### src/mcl_pkg.sv
// Package: constants, mode type and mode decoder for the output macrocell block
// Operation
// - Registers allowed 1, mode select 0, cell bit 0: combinatorial output, eight terms.
// - Combinatorial output cells feed back, except the two centre cells.
// - Registers allowed 1, mode select 0, cell bit 1: buffer off, adjacent pin fed back.
// - Dedicated input is refused on the two centre cells.
// - Registers allowed 1, mode select 1, cell bit 1: seven terms summed, eighth enables.
// - Non-registered combinatorial I/O feeds its own pin level back into the array, except the end cells, which feed back the adjacent pin.
// - Registers allowed 0, mode select 1, cell bit 1: combinatorial I/O, eighth term enables.
// - Combinatorial I/O in a registered device feeds back its own pin.
// - Registered cell captures sum xor polarity each edge; inverted feedback; shared enable.
// - With registers in use, clock and enable pins never reach the array as data.
// - First and last cells steer feedback by inverted register-allow bit.
// - Polarity bit xors the sum: 0 gives active high on combinatorial outputs and active low on registered outputs, 1 the reverse.
// - Every flip-flop starts low after reset.
// - After reset registered outputs show high; combinatorial outputs follow their logic.
// - Any register state, illegal ones too, can be loaded through the output pins.
// - Once secured, configuration readback returns nothing.
// - Security clears only together with the whole configuration during an erase.
// - A 64-bit user signature memory is kept.
// - The signature stays readable whether or not security is set.
// - Programming erases the configuration automatically, with no separate erase command.
package mcl_pkg;
   localparam int ADDR_W   = 8;
   localparam int DATA_W   = 32;
   localparam int NCELL    = 8;
   localparam int NPT      = 8;
   localparam int SIG_W    = 64;
   localparam int CENTRE_A = 3;
   localparam int CENTRE_B = 4;
   localparam int END_LO   = 0;
   localparam int END_HI   = 7;

   localparam logic [ADDR_W-1:0] REG_CTRL   = 8'h00;
   localparam logic [ADDR_W-1:0] REG_CFG    = 8'h04;
   localparam logic [ADDR_W-1:0] REG_POL    = 8'h08;
   localparam logic [ADDR_W-1:0] REG_STATUS = 8'h0C;
   localparam logic [ADDR_W-1:0] REG_SECURE = 8'h10;
   localparam logic [ADDR_W-1:0] REG_TEST   = 8'h14;
   localparam logic [ADDR_W-1:0] REG_SIG_LO = 8'h18;
   localparam logic [ADDR_W-1:0] REG_SIG_HI = 8'h1C;

   localparam int CTRL_SG0_BIT     = 0;
   localparam int CTRL_SG1_BIT     = 1;
   localparam int SECURE_BIT       = 0;
   localparam int TEST_PRELOAD_BIT = 0;
   localparam int STAT_SEC_BIT     = 0;
   localparam int STAT_BAD_LSB     = 8;
   localparam int STAT_Q_LSB       = 16;

   localparam logic [1:0]       CTRL_RST    = 2'h0;
   localparam logic [NCELL-1:0] CFG_RST     = 8'h00;
   localparam logic [NCELL-1:0] POL_RST     = 8'h00;
   localparam logic [SIG_W-1:0] SIG_RST     = 64'h0;
   localparam logic             SEC_RST     = 1'h0;
   localparam logic             PRELOAD_RST = 1'h0;

   typedef enum logic [2:0] {
      MCL_REG,
      MCL_IO_REGDEV,
      MCL_COMB_OUT,
      MCL_DED_IN,
      MCL_IO_COMB,
      MCL_BAD
   } mcl_mode_t;

   function automatic mcl_mode_t mcl_decode(input logic sg0,
                                            input logic sg1,
                                            input logic sl0,
                                            input logic centre);
      mcl_mode_t m;
      m = MCL_BAD;
      unique case ({sg0, sg1, sl0})
         3'h2: m = MCL_REG;
         3'h3: m = MCL_IO_REGDEV;
         3'h4: m = MCL_COMB_OUT;
         3'h5: m = centre ? MCL_BAD : MCL_DED_IN;
         3'h7: m = MCL_IO_COMB;
         default: m = MCL_BAD;
      endcase
      return m;
   endfunction : mcl_decode
endpackage : mcl_pkg

### src/mcl_sync.sv
// Two-stage synchroniser for pin levels
`timescale 1ns/100ps
`default_nettype none
module mcl_sync #(
   parameter int WIDTH = 1
) (
   input  wire logic             clock,
   input  wire logic             rstn,
   input  wire logic [WIDTH-1:0] async_in,
   output logic      [WIDTH-1:0] sync_out
);
   logic [WIDTH-1:0] meta_ff;
   logic [WIDTH-1:0] sync_ff;

   always_ff @(posedge clock) begin
      if (!rstn) begin
         meta_ff <= '0;
         sync_ff <= '0;
      end else begin
         meta_ff <= async_in;
         sync_ff <= meta_ff;
      end
   end

   assign sync_out = sync_ff;
endmodule : mcl_sync
`default_nettype wire

### src/mcl_cell.sv
// One output macrocell: mode decode, sum, polarity, flip-flop, enable and feedback
`timescale 1ns/100ps
`default_nettype none
module mcl_cell
   import mcl_pkg::*;
#(
   parameter bit IS_END    = 1'b0,
   parameter bit IS_CENTRE = 1'b0
) (
   input  wire logic           clock,
   input  wire logic           rstn,
   input  wire logic           sg0,
   input  wire logic           sg1,
   input  wire logic           sl0,
   input  wire logic           pol,
   input  wire logic [NPT-1:0] pterms,
   input  wire logic           pin_sync,
   input  wire logic           adj_sync,
   input  wire logic           oe_pin_on,
   input  wire logic           preload,
   output logic                out_nxt,
   output logic                oe_nxt,
   output logic                fb_nxt,
   output mcl_mode_t           mode,
   output logic                q
);
   logic q_ff;
   logic sum;
   logic xor_out;
   logic fb_sel;
   logic fb_raw;
   logic io_mode;

   // centre cells decode a dedicated input as invalid
   assign mode    = mcl_decode(sg0, sg1, sl0, IS_CENTRE);
   assign io_mode = (mode == MCL_IO_REGDEV) || (mode == MCL_IO_COMB);
   // eight terms summed, or seven when the eighth is an enable
   assign sum     = io_mode ? |pterms[NPT-2:0] : |pterms;
   assign xor_out = sum ^ pol;

   // clear at reset, preload from pin, else capture in registered mode
   always_ff @(posedge clock) begin
      if (!rstn)
         q_ff <= 1'b0;
      else if (preload)
         q_ff <= pin_sync;
      else if (mode == MCL_REG)
         q_ff <= xor_out;
   end
   assign q = q_ff;

   // end cells steer feedback by the inverted register-allow bit
   assign fb_sel = IS_END ? ~sg0 : sg1;
   assign fb_raw = sl0 ? (fb_sel ? pin_sync : adj_sync)
                       : (fb_sel ? ~q_ff : (IS_CENTRE ? 1'b0 : xor_out));
   // an invalid code leaves feedback and output dead
   assign fb_nxt = (mode == MCL_BAD) ? 1'b0 : fb_raw;

   // registered output shows the inverted flop, high after reset
   assign out_nxt = (mode == MCL_REG) ? ~q_ff : (mode == MCL_BAD ? 1'b0 : xor_out);

   // buffer enable per mode, forced off during preload
   assign oe_nxt = preload ? 1'b0 :
                   (mode == MCL_REG)      ? oe_pin_on :
                   (mode == MCL_COMB_OUT) ? 1'b1 :
                   io_mode                ? pterms[NPT-1] : 1'b0;
endmodule : mcl_cell
`default_nettype wire

### src/mcl_top.sv
// Eight-cell output macrocell array with configuration, security and signature
//
// The address map and the plain strobed port were decided locally.
`timescale 1ns/100ps
`default_nettype none
module mcl_top
   import mcl_pkg::*;
#(
   parameter int CELLS = NCELL
) (
   input  wire logic                 clock,
   input  wire logic                 rstn,
   input  wire logic [ADDR_W-1:0]    addr,
   input  wire logic [DATA_W-1:0]    wdata,
   input  wire logic                 wr,
   input  wire logic                 rd,
   output logic      [DATA_W-1:0]    rdata_ff,
   input  wire logic [CELLS*NPT-1:0] pterms,
   input  wire logic [CELLS-1:0]     pin_in,
   input  wire logic                 clk_pin_in,
   input  wire logic                 oe_pin_n_in,
   output logic      [CELLS-1:0]     pin_out_ff,
   output logic      [CELLS-1:0]     pin_oe_ff,
   output logic      [CELLS-1:0]     fb_ff,
   output logic                      clk_pin_arr_ff,
   output logic                      oe_pin_arr_ff
);
   logic [CELLS-1:0] pin_sync;
   logic             clk_pin_sync;
   logic             oe_pin_n_sync;

   // Pins come from the board, so every level is synchronised first
   mcl_sync #(
      .WIDTH (CELLS + 2)
   ) u_sync (
      .clock    (clock),
      .rstn     (rstn),
      .async_in ({oe_pin_n_in, clk_pin_in, pin_in}),
      .sync_out ({oe_pin_n_sync, clk_pin_sync, pin_sync})
   );

   // Configuration and test state
   logic [1:0]       ctrl_ff;
   logic [CELLS-1:0] cfg_ff;
   logic [CELLS-1:0] pol_ff;
   logic             secure_ff;
   logic             preload_ff;
   logic [SIG_W-1:0] sig_ff;

   logic [1:0]       nxt_ctrl;
   logic [CELLS-1:0] nxt_cfg;
   logic [CELLS-1:0] nxt_pol;
   logic             nxt_secure;
   logic             nxt_preload;
   logic [SIG_W-1:0] nxt_sig;
   logic [DATA_W-1:0] nxt_rdata;

   logic sg0;
   logic sg1;
   logic wr_ctrl;
   logic wr_cfg;
   logic wr_pol;
   logic wr_secure;
   logic wr_test;
   logic wr_sig_lo;
   logic wr_sig_hi;

   assign sg0 = ctrl_ff[CTRL_SG0_BIT];
   assign sg1 = ctrl_ff[CTRL_SG1_BIT];

   // Write decode
   assign wr_ctrl   = wr && (addr == REG_CTRL);
   assign wr_cfg    = wr && (addr == REG_CFG);
   assign wr_pol    = wr && (addr == REG_POL);
   assign wr_secure = wr && (addr == REG_SECURE);
   assign wr_test   = wr && (addr == REG_TEST);
   assign wr_sig_lo = wr && (addr == REG_SIG_LO);
   assign wr_sig_hi = wr && (addr == REG_SIG_HI);

   // a control write starts programming and erases configuration, polarity, security and signature
   assign nxt_ctrl = wr_ctrl ? wdata[1:0] : ctrl_ff;

   // Secured configuration is frozen until the next programming pass
   assign nxt_cfg = wr_ctrl ? CFG_RST :
                    (wr_cfg && !secure_ff) ? wdata[CELLS-1:0] : cfg_ff;
   assign nxt_pol = wr_ctrl ? POL_RST :
                    (wr_pol && !secure_ff) ? wdata[CELLS-1:0] : pol_ff;

   // security sets by its own write but clears only with the erase
   assign nxt_secure = wr_ctrl ? SEC_RST :
                       (wr_secure && wdata[SECURE_BIT]) ? 1'b1 : secure_ff;

   // signature words; writable only while unsecured, erased with the array
   assign nxt_sig = wr_ctrl ? SIG_RST :
                    (wr_sig_lo && !secure_ff) ? {sig_ff[SIG_W-1:32], wdata} :
                    (wr_sig_hi && !secure_ff) ? {wdata, sig_ff[31:0]} : sig_ff;

   assign nxt_preload = wr_test ? wdata[TEST_PRELOAD_BIT] : preload_ff;

   always_ff @(posedge clock) begin
      if (!rstn) begin
         ctrl_ff    <= CTRL_RST;
         cfg_ff     <= CFG_RST;
         pol_ff     <= POL_RST;
         secure_ff  <= SEC_RST;
         preload_ff <= PRELOAD_RST;
         sig_ff     <= SIG_RST;
      end else begin
         ctrl_ff    <= nxt_ctrl;
         cfg_ff     <= nxt_cfg;
         pol_ff     <= nxt_pol;
         secure_ff  <= nxt_secure;
         preload_ff <= nxt_preload;
         sig_ff     <= nxt_sig;
      end
   end

   // Macrocells
   logic [CELLS-1:0] out_nxt;
   logic [CELLS-1:0] oe_nxt;
   logic [CELLS-1:0] fb_nxt;
   logic [CELLS-1:0] q_all;
   logic [CELLS-1:0] bad;
   mcl_mode_t        mode [CELLS];

   genvar gi;
   generate
      for (gi = 0; gi < CELLS; gi++) begin : g_cell
         mcl_cell #(
            .IS_END    ((gi == END_LO) || (gi == END_HI)),
            .IS_CENTRE ((gi == CENTRE_A) || (gi == CENTRE_B))
         ) u_cell (
            .clock     (clock),
            .rstn      (rstn),
            .sg0       (sg0),
            .sg1       (sg1),
            .sl0       (cfg_ff[gi]),
            .pol       (pol_ff[gi]),
            .pterms    (pterms[gi*NPT +: NPT]),
            .pin_sync  (pin_sync[gi]),
            .adj_sync  (pin_sync[gi ^ 1]),
            .oe_pin_on (~oe_pin_n_sync),
            .preload   (preload_ff),
            .out_nxt   (out_nxt[gi]),
            .oe_nxt    (oe_nxt[gi]),
            .fb_nxt    (fb_nxt[gi]),
            .mode      (mode[gi]),
            .q         (q_all[gi])
         );
         // invalid codes raise a status flag
         assign bad[gi] = (mode[gi] == MCL_BAD);
      end
   endgenerate

   // shared clock and enable pins reach the array only in combinatorial devices
   logic nxt_clk_arr;
   logic nxt_oe_arr;
   assign nxt_clk_arr = sg0 ? clk_pin_sync : 1'b0;
   assign nxt_oe_arr  = sg0 ? oe_pin_n_sync : 1'b0;

   // Read mux; data stand only in the cycle after the strobe
   logic [DATA_W-1:0] status_word;
   logic [DATA_W-1:0] read_word;
   assign status_word = {8'h00, q_all, bad, 7'h00, secure_ff};

   // secured configuration reads zero, signature never hidden
   assign read_word =
      (addr == REG_CTRL)   ? (secure_ff ? '0 : {30'h0, ctrl_ff}) :
      (addr == REG_CFG)    ? (secure_ff ? '0 : {24'h0, cfg_ff}) :
      (addr == REG_POL)    ? (secure_ff ? '0 : {24'h0, pol_ff}) :
      (addr == REG_STATUS) ? status_word :
      (addr == REG_TEST)   ? {31'h0, preload_ff} :
      (addr == REG_SIG_LO) ? sig_ff[31:0] :
      (addr == REG_SIG_HI) ? sig_ff[SIG_W-1:32] : '0;
   assign nxt_rdata = rd ? read_word : '0;

   // Pins and feedback are registered, so combinatorial paths gain one cycle
   always_ff @(posedge clock) begin
      if (!rstn) begin
         rdata_ff       <= '0;
         pin_out_ff     <= '0;
         pin_oe_ff      <= '0;
         fb_ff          <= '0;
         clk_pin_arr_ff <= 1'b0;
         oe_pin_arr_ff  <= 1'b0;
      end else begin
         rdata_ff       <= nxt_rdata;
         pin_out_ff     <= out_nxt;
         pin_oe_ff      <= oe_nxt;
         fb_ff          <= fb_nxt;
         clk_pin_arr_ff <= nxt_clk_arr;
         oe_pin_arr_ff  <= nxt_oe_arr;
      end
   end

   generate
      for (gi = 0; gi < CELLS; gi++) begin : g_chk

      end
   endgenerate
endmodule : mcl_top
`default_nettype wire

### config.mk
export PLATFORM = sky130hd
export DESIGN_NAME = mcl_top
export DESIGN_NICKNAME = d
export VERILOG_FILES = /design/src/mcl_pkg.sv /design/src/mcl_sync.sv /design/src/mcl_cell.sv /design/src/mcl_top.sv
export SDC_FILE = /design/constraint.sdc
export NUM_CORES = 1
export LEC_CHECK = 0
export BUFFER_PORTS_ARGS = -buffer_cell sky130_fd_sc_hd__buf_2
export CAP_MARGIN = 10
export CORE_MARGIN = 5
export CORE_UTILIZATION = 50
export CTS_CLUSTER_DIAMETER = 40
export DETAILED_ROUTE_END_ITERATION = 6
export PLACE_DENSITY_LB_ADDON = 0.08
export SLEW_MARGIN = 20
export SYNTH_ARGS = -nofsm -noshare
export SYNTH_HDL_FRONTEND = slang
export SYNTH_SLANG_ARGS = --single-unit
### constraint.sdc
create_clock -name clock -period 3.1 [get_ports clock]
set_input_delay 0.31 -clock clock [delete_from_list [all_inputs] [get_ports clock]]
set_output_delay 0.31 -clock clock [all_outputs]
set_load 0.01 [all_outputs]
### Yosys cells after proc, flatten, opt, wreduce, memory -nomap -nowiden

Cells that the tools add are included.

* equality and inequality tests: 77
* mux-type cells: 107
* bitwise gates (word level): 19
* reductions and logical operators: 67

Operators with widths (count)
* $mux W32: 8
* $eq A3 B3 Y1 const B: 38
* $pmux W3 S5: 6
* $mux W1: 88
* $eq A3 B2 Y1 const B: 24
* $reduce_or A8 Y1: 8
* $reduce_or A7 Y1: 8
* $eq A8 B5 Y1 const B: 4
* $eq A3 B1 Y1 const B: 8
* $logic_not A3 Y1: 8
* $pmux W3 S4: 2
* $reduce_or A2 Y1: 10
* $eq A8 B4 Y1 const B: 2
* $mux W8: 2
* $reduce_bool A2 Y1: 8
* $logic_and A1 B1 Y1: 12
* $not A1 Y1: 11
* $eq A8 B3 Y1 const B: 1
* $logic_not A8 Y1: 1
* $logic_or A1 B1 Y1: 8
* $xor A1 B1 Y1: 8
* $reduce_and A2 Y1: 3
* $mux W2: 1
* $logic_not A1 Y1: 1

* flip-flop bits (word level): 170
* input port bits: 118
* output and inout port bits: 58
* logic and storage cells: 300

### Depth between registers and ports, before layout

* depth in word-level cells: 8
* gate-level depth with buffers: 10
* gate-level depth less buffers: 7

### Cells and area by module

From an unflattened synthesis, not the netlist that was laid out.

* cells, all modules: 870
* area total of the unflattened synthesis: 7603.5 µm²

Modules (own cells, without submodules)
* mcl_top: instances 1, cells an instance 556, area an instance 5167.5 µm², seq. area each 2842.7 µm²
* mcl_cell at g_cell[1].u_cell ...: instances 4, cells an instance 34, area an instance 235.2 µm², seq. area each 20.0 µm²
* mcl_sync: instances 1, cells an instance 42, area an instance 561.8 µm², seq. area each 400.4 µm²
* mcl_cell at g_cell[0].u_cell ...: instances 2, cells an instance 33, area an instance 244.0 µm², seq. area each 20.0 µm²
* mcl_cell at g_cell[3].u_cell ...: instances 2, cells an instance 35, area an instance 222.7 µm², seq. area each 20.0 µm²

### Least setup slack after synthesis

Ideal clock, no wire load.

* kind: register -> register
* start point: reg ctrl_ff[1]
* end point: reg fb_ff[0]
* setup time: 58 ps
* arrival: 2120 ps
* data required time: 3042 ps
* path slack: 922 ps
* stages on the path, launching flop included: 9
* buffers on the path: 2
* clock period less this slack: 2178 ps
* cell sequence: dfxtp_1 > clkbuf_2 > clkinv_1 > ha_1 > clkbuf_1 > inv_1 > xnor2_1 > o32ai_1 > o211a_1

* word-level cells in the longest chain between the ends: 8
* elaborated cells between the ends (all ways): 15
* classes of those cells: eq/ne (8); mux (4); bitwise (1); reduce/logical (2)

RTL lines
* start, declared: RTL line mcl_top.sv:43 `logic [1:0] ctrl_ff;`
* start signal, assigned: RTL line mcl_top.sv:109 `ctrl_ff <= nxt_ctrl;`
* $eq A3 B3 Y1 or $eq A3 B2 Y1 (tied branches): RTL line mcl_pkg.sv:73 `unique case ({sg0, sg1, sl0})`
* $pmux W3 S5 *: RTL line mcl_pkg.sv:73
* $eq A3 B1 Y1 or $eq A3 B3 Y1 (tied branches): RTL line mcl_cell.sv:36 `assign io_mode = (mode == MCL_IO_REGDEV) || (mode == MCL_IO_COMB);`
* $logic_or A1 B1 Y1: RTL line mcl_cell.sv:36
* $mux W1: RTL line mcl_cell.sv:38 `assign sum = io_mode ? |pterms[NPT-2:0] : |pterms;`
* $xor A1 B1 Y1: RTL line mcl_cell.sv:39 `assign xor_out = sum ^ pol;`
* $mux W1: RTL line mcl_cell.sv:55 `: (fb_sel ? ~q_ff : (IS_CENTRE ? 1'b0 : xor_out));`
* $mux W1: RTL line mcl_cell.sv:54 `assign fb_raw = sl0 ? (fb_sel ? pin_sync : adj_sync)`
* end signal, assigned: RTL line mcl_top.sv:190 `fb_ff <= fb_nxt;`
* end, declared: RTL line mcl_top.sv:24 `output logic [CELLS-1:0] fb_ff,`

Every way passes the cells marked *; elsewhere a longest branch is shown, timed or not.
A chain may end at the register's enable or synchronous reset.

### Worst setup path in the final report

* start point: reg ctrl_ff[1]
* end point: reg g_cell[2].u_cell.q_ff

* word-level cells in the longest chain between the ends: 8
* elaborated cells between the ends (all ways): 15
* classes of those cells: eq/ne (7); mux (4); bitwise (1); reduce/logical (3)

RTL lines
* $eq A3 B3 Y1 or $eq A3 B2 Y1 (tied branches): RTL line mcl_pkg.sv:73
* $pmux W3 S5 *: RTL line mcl_pkg.sv:73
* $eq A3 B1 Y1 or $eq A3 B3 Y1 (tied branches): RTL line mcl_cell.sv:36
* $logic_or A1 B1 Y1: RTL line mcl_cell.sv:36
* $mux W1: RTL line mcl_cell.sv:38
* $xor A1 B1 Y1: RTL line mcl_cell.sv:39
* $mux W1: RTL line mcl_cell.sv:47 `else if (mode == MCL_REG)`
* $mux W1: RTL line mcl_cell.sv:45 `else if (preload)`
* end signal, assigned: RTL line mcl_cell.sv:46 `q_ff <= pin_sync;`
* end signal, assigned: RTL line mcl_cell.sv:48 `q_ff <= xor_out;`
* end, declared: RTL line mcl_cell.sv:27 `logic q_ff;`

Every way passes the cells marked *; elsewhere a longest branch is shown, timed or not. The select of a mux whose other input is x is not followed.

==> flow_results.xml <==
<?xml version="1.0" encoding="UTF-8"?>
<metrics>
  <group name="detailed_routing">
    <metric name="drtPass1Iterations" unit="">5</metric>
    <metric name="routed.top_layer" unit="">met4</metric>
    <metric name="detail_route.wl_per_cell" unit="microns">17.1</metric>
    <metric name="dr_wl_met2" unit="microns">10100</metric>
    <metric name="routedLengthMet1" unit="microns">9260</metric>
    <metric name="routed-via-count" unit="">6984</metric>
    <metric name="drt_iter0_markers" unit="">661</metric>
    <metric name="drc_errors" unit="">0</metric>
    <metric name="met3_length" unit="microns">1530</metric>
    <metric name="drt.antenna.violating_nets" unit="">0</metric>
    <metric name="avgViaCountPerCell" unit="">5.66</metric>
    <metric name="aggregate_routed_wire_length" unit="microns">21100</metric>
  </group>
  <group name="yosys">
    <metric name="netlist_area" unit="sq mm">0.00741</metric>
    <metric name="yosys_register_bits" unit="">170</metric>
    <metric name="synth_nets" unit="">1012</metric>
    <metric name="ys_types" unit="">62</metric>
    <metric name="async_reset_ff_frac" unit="">0</metric>
    <metric name="synth.yosys.warnings" unit="">0</metric>
    <metric name="ys.flop_type" unit="">dfxtp_1</metric>
    <metric name="syn_area_per_cell" unit="sq um">8.31</metric>
    <metric name="sequential_cell_area_fraction_in_the_yosys_report" unit="">0.459</metric>
    <metric name="edff_count_synth" unit="">0</metric>
    <metric name="synth_cells" unit="">892</metric>
  </group>
  <group name="cts">
    <metric name="clock_latency" unit="ns">0.42</metric>
    <metric name="cts_buffer_depth" unit="">2</metric>
    <metric name="hold_buffers" unit="">0</metric>
    <metric name="clock_sinks" unit="">170</metric>
    <metric name="cts_root_buf" unit="">clkbuf_16</metric>
    <metric name="clk_pin_slew" unit="ns">0.07</metric>
    <metric name="tritoncts.num_buffers" unit="">17</metric>
    <metric name="cts_tree" unit="">yes</metric>
    <metric name="htree_levels" unit="">4</metric>
    <metric name="gates_resized_cts_repair" unit="">0</metric>
    <metric name="cts_post_setup_buffers_inserted" unit="">0</metric>
  </group>
  <group name="sta">
    <metric name="hold-worst-slack" unit="ns">0.0876</metric>
    <metric name="max-slew-margin-rel" unit="">0.426</metric>
    <metric name="timing.fmax" unit="MHz">426</metric>
    <metric name="finClkSkew" unit="ns">0.0106</metric>
    <metric name="fin_crit" unit="ns">2.35</metric>
    <metric name="slew_viol_final" unit="">0</metric>
    <metric name="final_hold_viol_count" unit="">0</metric>
    <metric name="layout_worst_path_cycle_share" unit="">0.757</metric>
    <metric name="grt_setup_unrepaired" unit="">false</metric>
    <metric name="setup_viol" unit="">0</metric>
    <metric name="worst_slew_pin_slew" unit="ns">0.859</metric>
    <metric name="fin_setup_tns" unit="ns">0</metric>
  </group>
  <group name="hold_path">
    <metric name="worstHoldStart" unit="">pin_in[1]</metric>
    <metric name="worstHoldPathType" unit="">input port to flip-flop</metric>
    <metric name="hold_depth" unit="">2</metric>
  </group>
  <group name="power">
    <metric name="power_switching_share" unit="">0.214</metric>
    <metric name="power.leakage" unit="nW">3.65</metric>
    <metric name="p_per_area" unit="mW/mm^2">524</metric>
    <metric name="pwr-share-comb" unit="">0.043</metric>
    <metric name="switchingPower" unit="mW">1.01</metric>
    <metric name="cellInternalPower" unit="mW">3.72</metric>
    <metric name="seq_power_share" unit="">0.466</metric>
    <metric name="power" unit="mW">4.74</metric>
    <metric name="worst_ir_drop_on_vdd" unit="uV">368</metric>
    <metric name="power_frac_clock" unit="">0.491</metric>
  </group>
  <group name="finish">
    <metric name="areaGrowthSynthToFinish" unit="%">21.9</metric>
    <metric name="final_nets" unit="">1158</metric>
    <metric name="final_layout_size_suffix_gt1_frac" unit="">0.235</metric>
    <metric name="nFillCells" unit="">1329</metric>
    <metric name="antenna-diode-count" unit="">0</metric>
  </group>
  <group name="flow_run">
    <metric name="max_cap_viol_count" unit="">0</metric>
  </group>
  <group name="global_routing">
    <metric name="largest_net_degree_at_the_start_of_global_routing" unit="">56</metric>
    <metric name="antenna_found_initial" unit="">0</metric>
    <metric name="track_usage" unit="">0.237</metric>
    <metric name="globalRouteOverflowTotal" unit="">0</metric>
    <metric name="grt_pass1_wl" unit="microns">33700</metric>
    <metric name="first_global_vias" unit="">6454</metric>
  </group>
  <group name="run_status">
    <metric name="status" unit="">finished clean</metric>
  </group>
  <group name="floorplan">
    <metric name="core_region_area" unit="sq mm">0.0145</metric>
    <metric name="rows" unit="">44</metric>
    <metric name="design.portCount" unit="">176</metric>
    <metric name="die_width" unit="microns">132</metric>
    <metric name="fp.dieArea" unit="sq mm">0.0174</metric>
    <metric name="die_height" unit="microns">132</metric>
    <metric name="start_util" unit="">0.510</metric>
  </group>
  <group name="critical_path">
    <metric name="cp-startpoint" unit="">ctrl_ff[1]$_SDFFE_PN0P_</metric>
    <metric name="worstPathCellList" unit="">clkinv_1, buf_4, ha_1, nor2_1, nand2_1, or3b_1, a21oi_1</metric>
    <metric name="critPathMaxStageDelay" unit="ns">0.52</metric>
    <metric name="timing.critical_path.to_type" unit="">flip-flop</metric>
    <metric name="worstPathArrival" unit="ns">2.70</metric>
    <metric name="timing.setup.critical_path_class" unit="">flip-flop to flip-flop</metric>
    <metric name="reg2regPathDepth" unit="">7</metric>
    <metric name="worstPathMaxFanout" unit="">11</metric>
    <metric name="start_of_the_worst_register_to_register_path" unit="">ctrl_ff[1]$_SDFFE_PN0P_</metric>
    <metric name="timing.critical_path.from_type" unit="">flip-flop</metric>
    <metric name="worstPathRequired" unit="ns">3.45</metric>
    <metric name="crit_slowest_cell" unit="">nor2_1</metric>
  </group>
  <group name="place">
    <metric name="portBuffers" unit="">175</metric>
    <metric name="place.gp.congestion" unit="">0.880</metric>
    <metric name="post-dp-hpwl" unit="microns">15100</metric>
  </group>
</metrics>
layout make-up:
cell class              count  area (sq um)  area share
multi-input cells         644          3700       0.409
flip-flops and latches    170          3400       0.376
repair buffers            192          1020       0.112
clock buffers              18           429      0.0475
well taps                 184           230      0.0255
clock inverters            14           216      0.0239
inverters                  13          48.8     0.00540
sequential cells by signal (all words and copies together), names as in the netlist:
signal and count:
cfg_ff 8, clk_pin_arr_ff 1, ctrl_ff 2, fb_ff 8, g_cell.u_cell.q 8, oe_pin_arr_ff 1, pin_oe_ff 8, pin_out_ff 8
pol_ff 8, preload_ff 1, rdata_ff 32, secure_ff 1, sig_ff 64, u_sync.meta_ff 10, u_sync.sync_out 10
layout by cell type, fill, tap and decap left out, types with 8 or more instances in the layout:
cell and instances:
nand3_1 24, o211ai_1 8, xnor2_1 16, buf_2 175, clkbuf_16 17, dfxtp_1 170
buf_4 16, a21oi_1 106, inv_1 10, xor2_1 8, nor2_1 44, nand2_1 192
mux2i_1 36, and2_1 20, nor3_1 16, o21ai_0 40
Yosys cell counts (8+ instances only):
cell      count  area share
xnor2_1      16       0.019
clkbuf_1     36       0.018
nand2_1     192       0.097
nor2_1       44       0.022
inv_1        10      0.0051
and2_1       20       0.017
dfxtp_1     170        0.46
o21ai_0      40       0.027
a21oi_1     106       0.072
o211ai_1      8      0.0081
nor3_1       17       0.011
xor2_1        8      0.0095
nand3_1      24       0.016
buf_2        23       0.016
mux2i_1      36       0.049
kinds of logic after synthesis:
| kind of cell | Yosys count | share of synthesized area |
|---|---|---|
| flops | 170 | 0.459 |
| buf+inv | 78 | 0.0451 |
| simple gates | 348 | 0.219 |
| fa+ha+maj | 2 | 0.00337 |
| xor+xnor | 24 | 0.0283 |
| mux | 40 | 0.0550 |
| compound gates | 230 | 0.191 |
metrics by stage:
stage | area [sq um] | instances | util | setup WS (ns)
after global placement | 8390 | 1203 | 0.578 | 0.741
after CTS | 9040 | 1235 | 0.622 | 0.792
after global routing | 9040 | 1235 | 0.622 | 0.584
after detailed placement | 8390 | 1203 | 0.578 | 0.716
final | 9040 | 1235 | 0.622 | 0.753
after floorplan | 7410 | 892 | - | 0.922
power groups by stage:
stage / logic [mW] / clock network (mW) / registers [mW]
6_report: 0.204 / 2.32 / 2.21
5_1_grt: 0.223 / 2.45 / 2.21
4_1_cts: 0.203 / 2.35 / 2.21
3_5_place_dp: 0.203 / 0 / 2.26
3_3_place_gp: 0.202 / 0 / 2.26
2_1_floorplan: 0.0875 / 0 / 2.25
path summary, 6_finish.rpt:
kind                                     end  slack (ns)
min reg2reg    u_sync.sync_out[3]$_SDFF_PN0_        0.43
max          g_cell[2].u_cell.q$_SDFFE_PN0P_        0.75
max reg2reg  g_cell[2].u_cell.q$_SDFFE_PN0P_        0.75
min             u_sync.meta_ff[1]$_SDFF_PN0_        0.09
worst max-delay path, delay by kind of cell (launching register included):
family                   cells  cell delay (ns)
flip-flops                   1             0.33
AND/OR/NAND/NOR              3             1.08
buffers and inverters        2             0.23
AO/OA/AOI/OAI                1             0.15
adder cells (fa/ha/maj)      1             0.47
routing by layer:
layer / vias up / GRT usage
li1: 3396 / -
met1: 3317 / 0.320
met5: - / 0
met2: 256 / 0.383
met4: 0 / 0.0583
met3: 15 / 0.0580
Note: power is estimated with default switching activity, not from simulation.
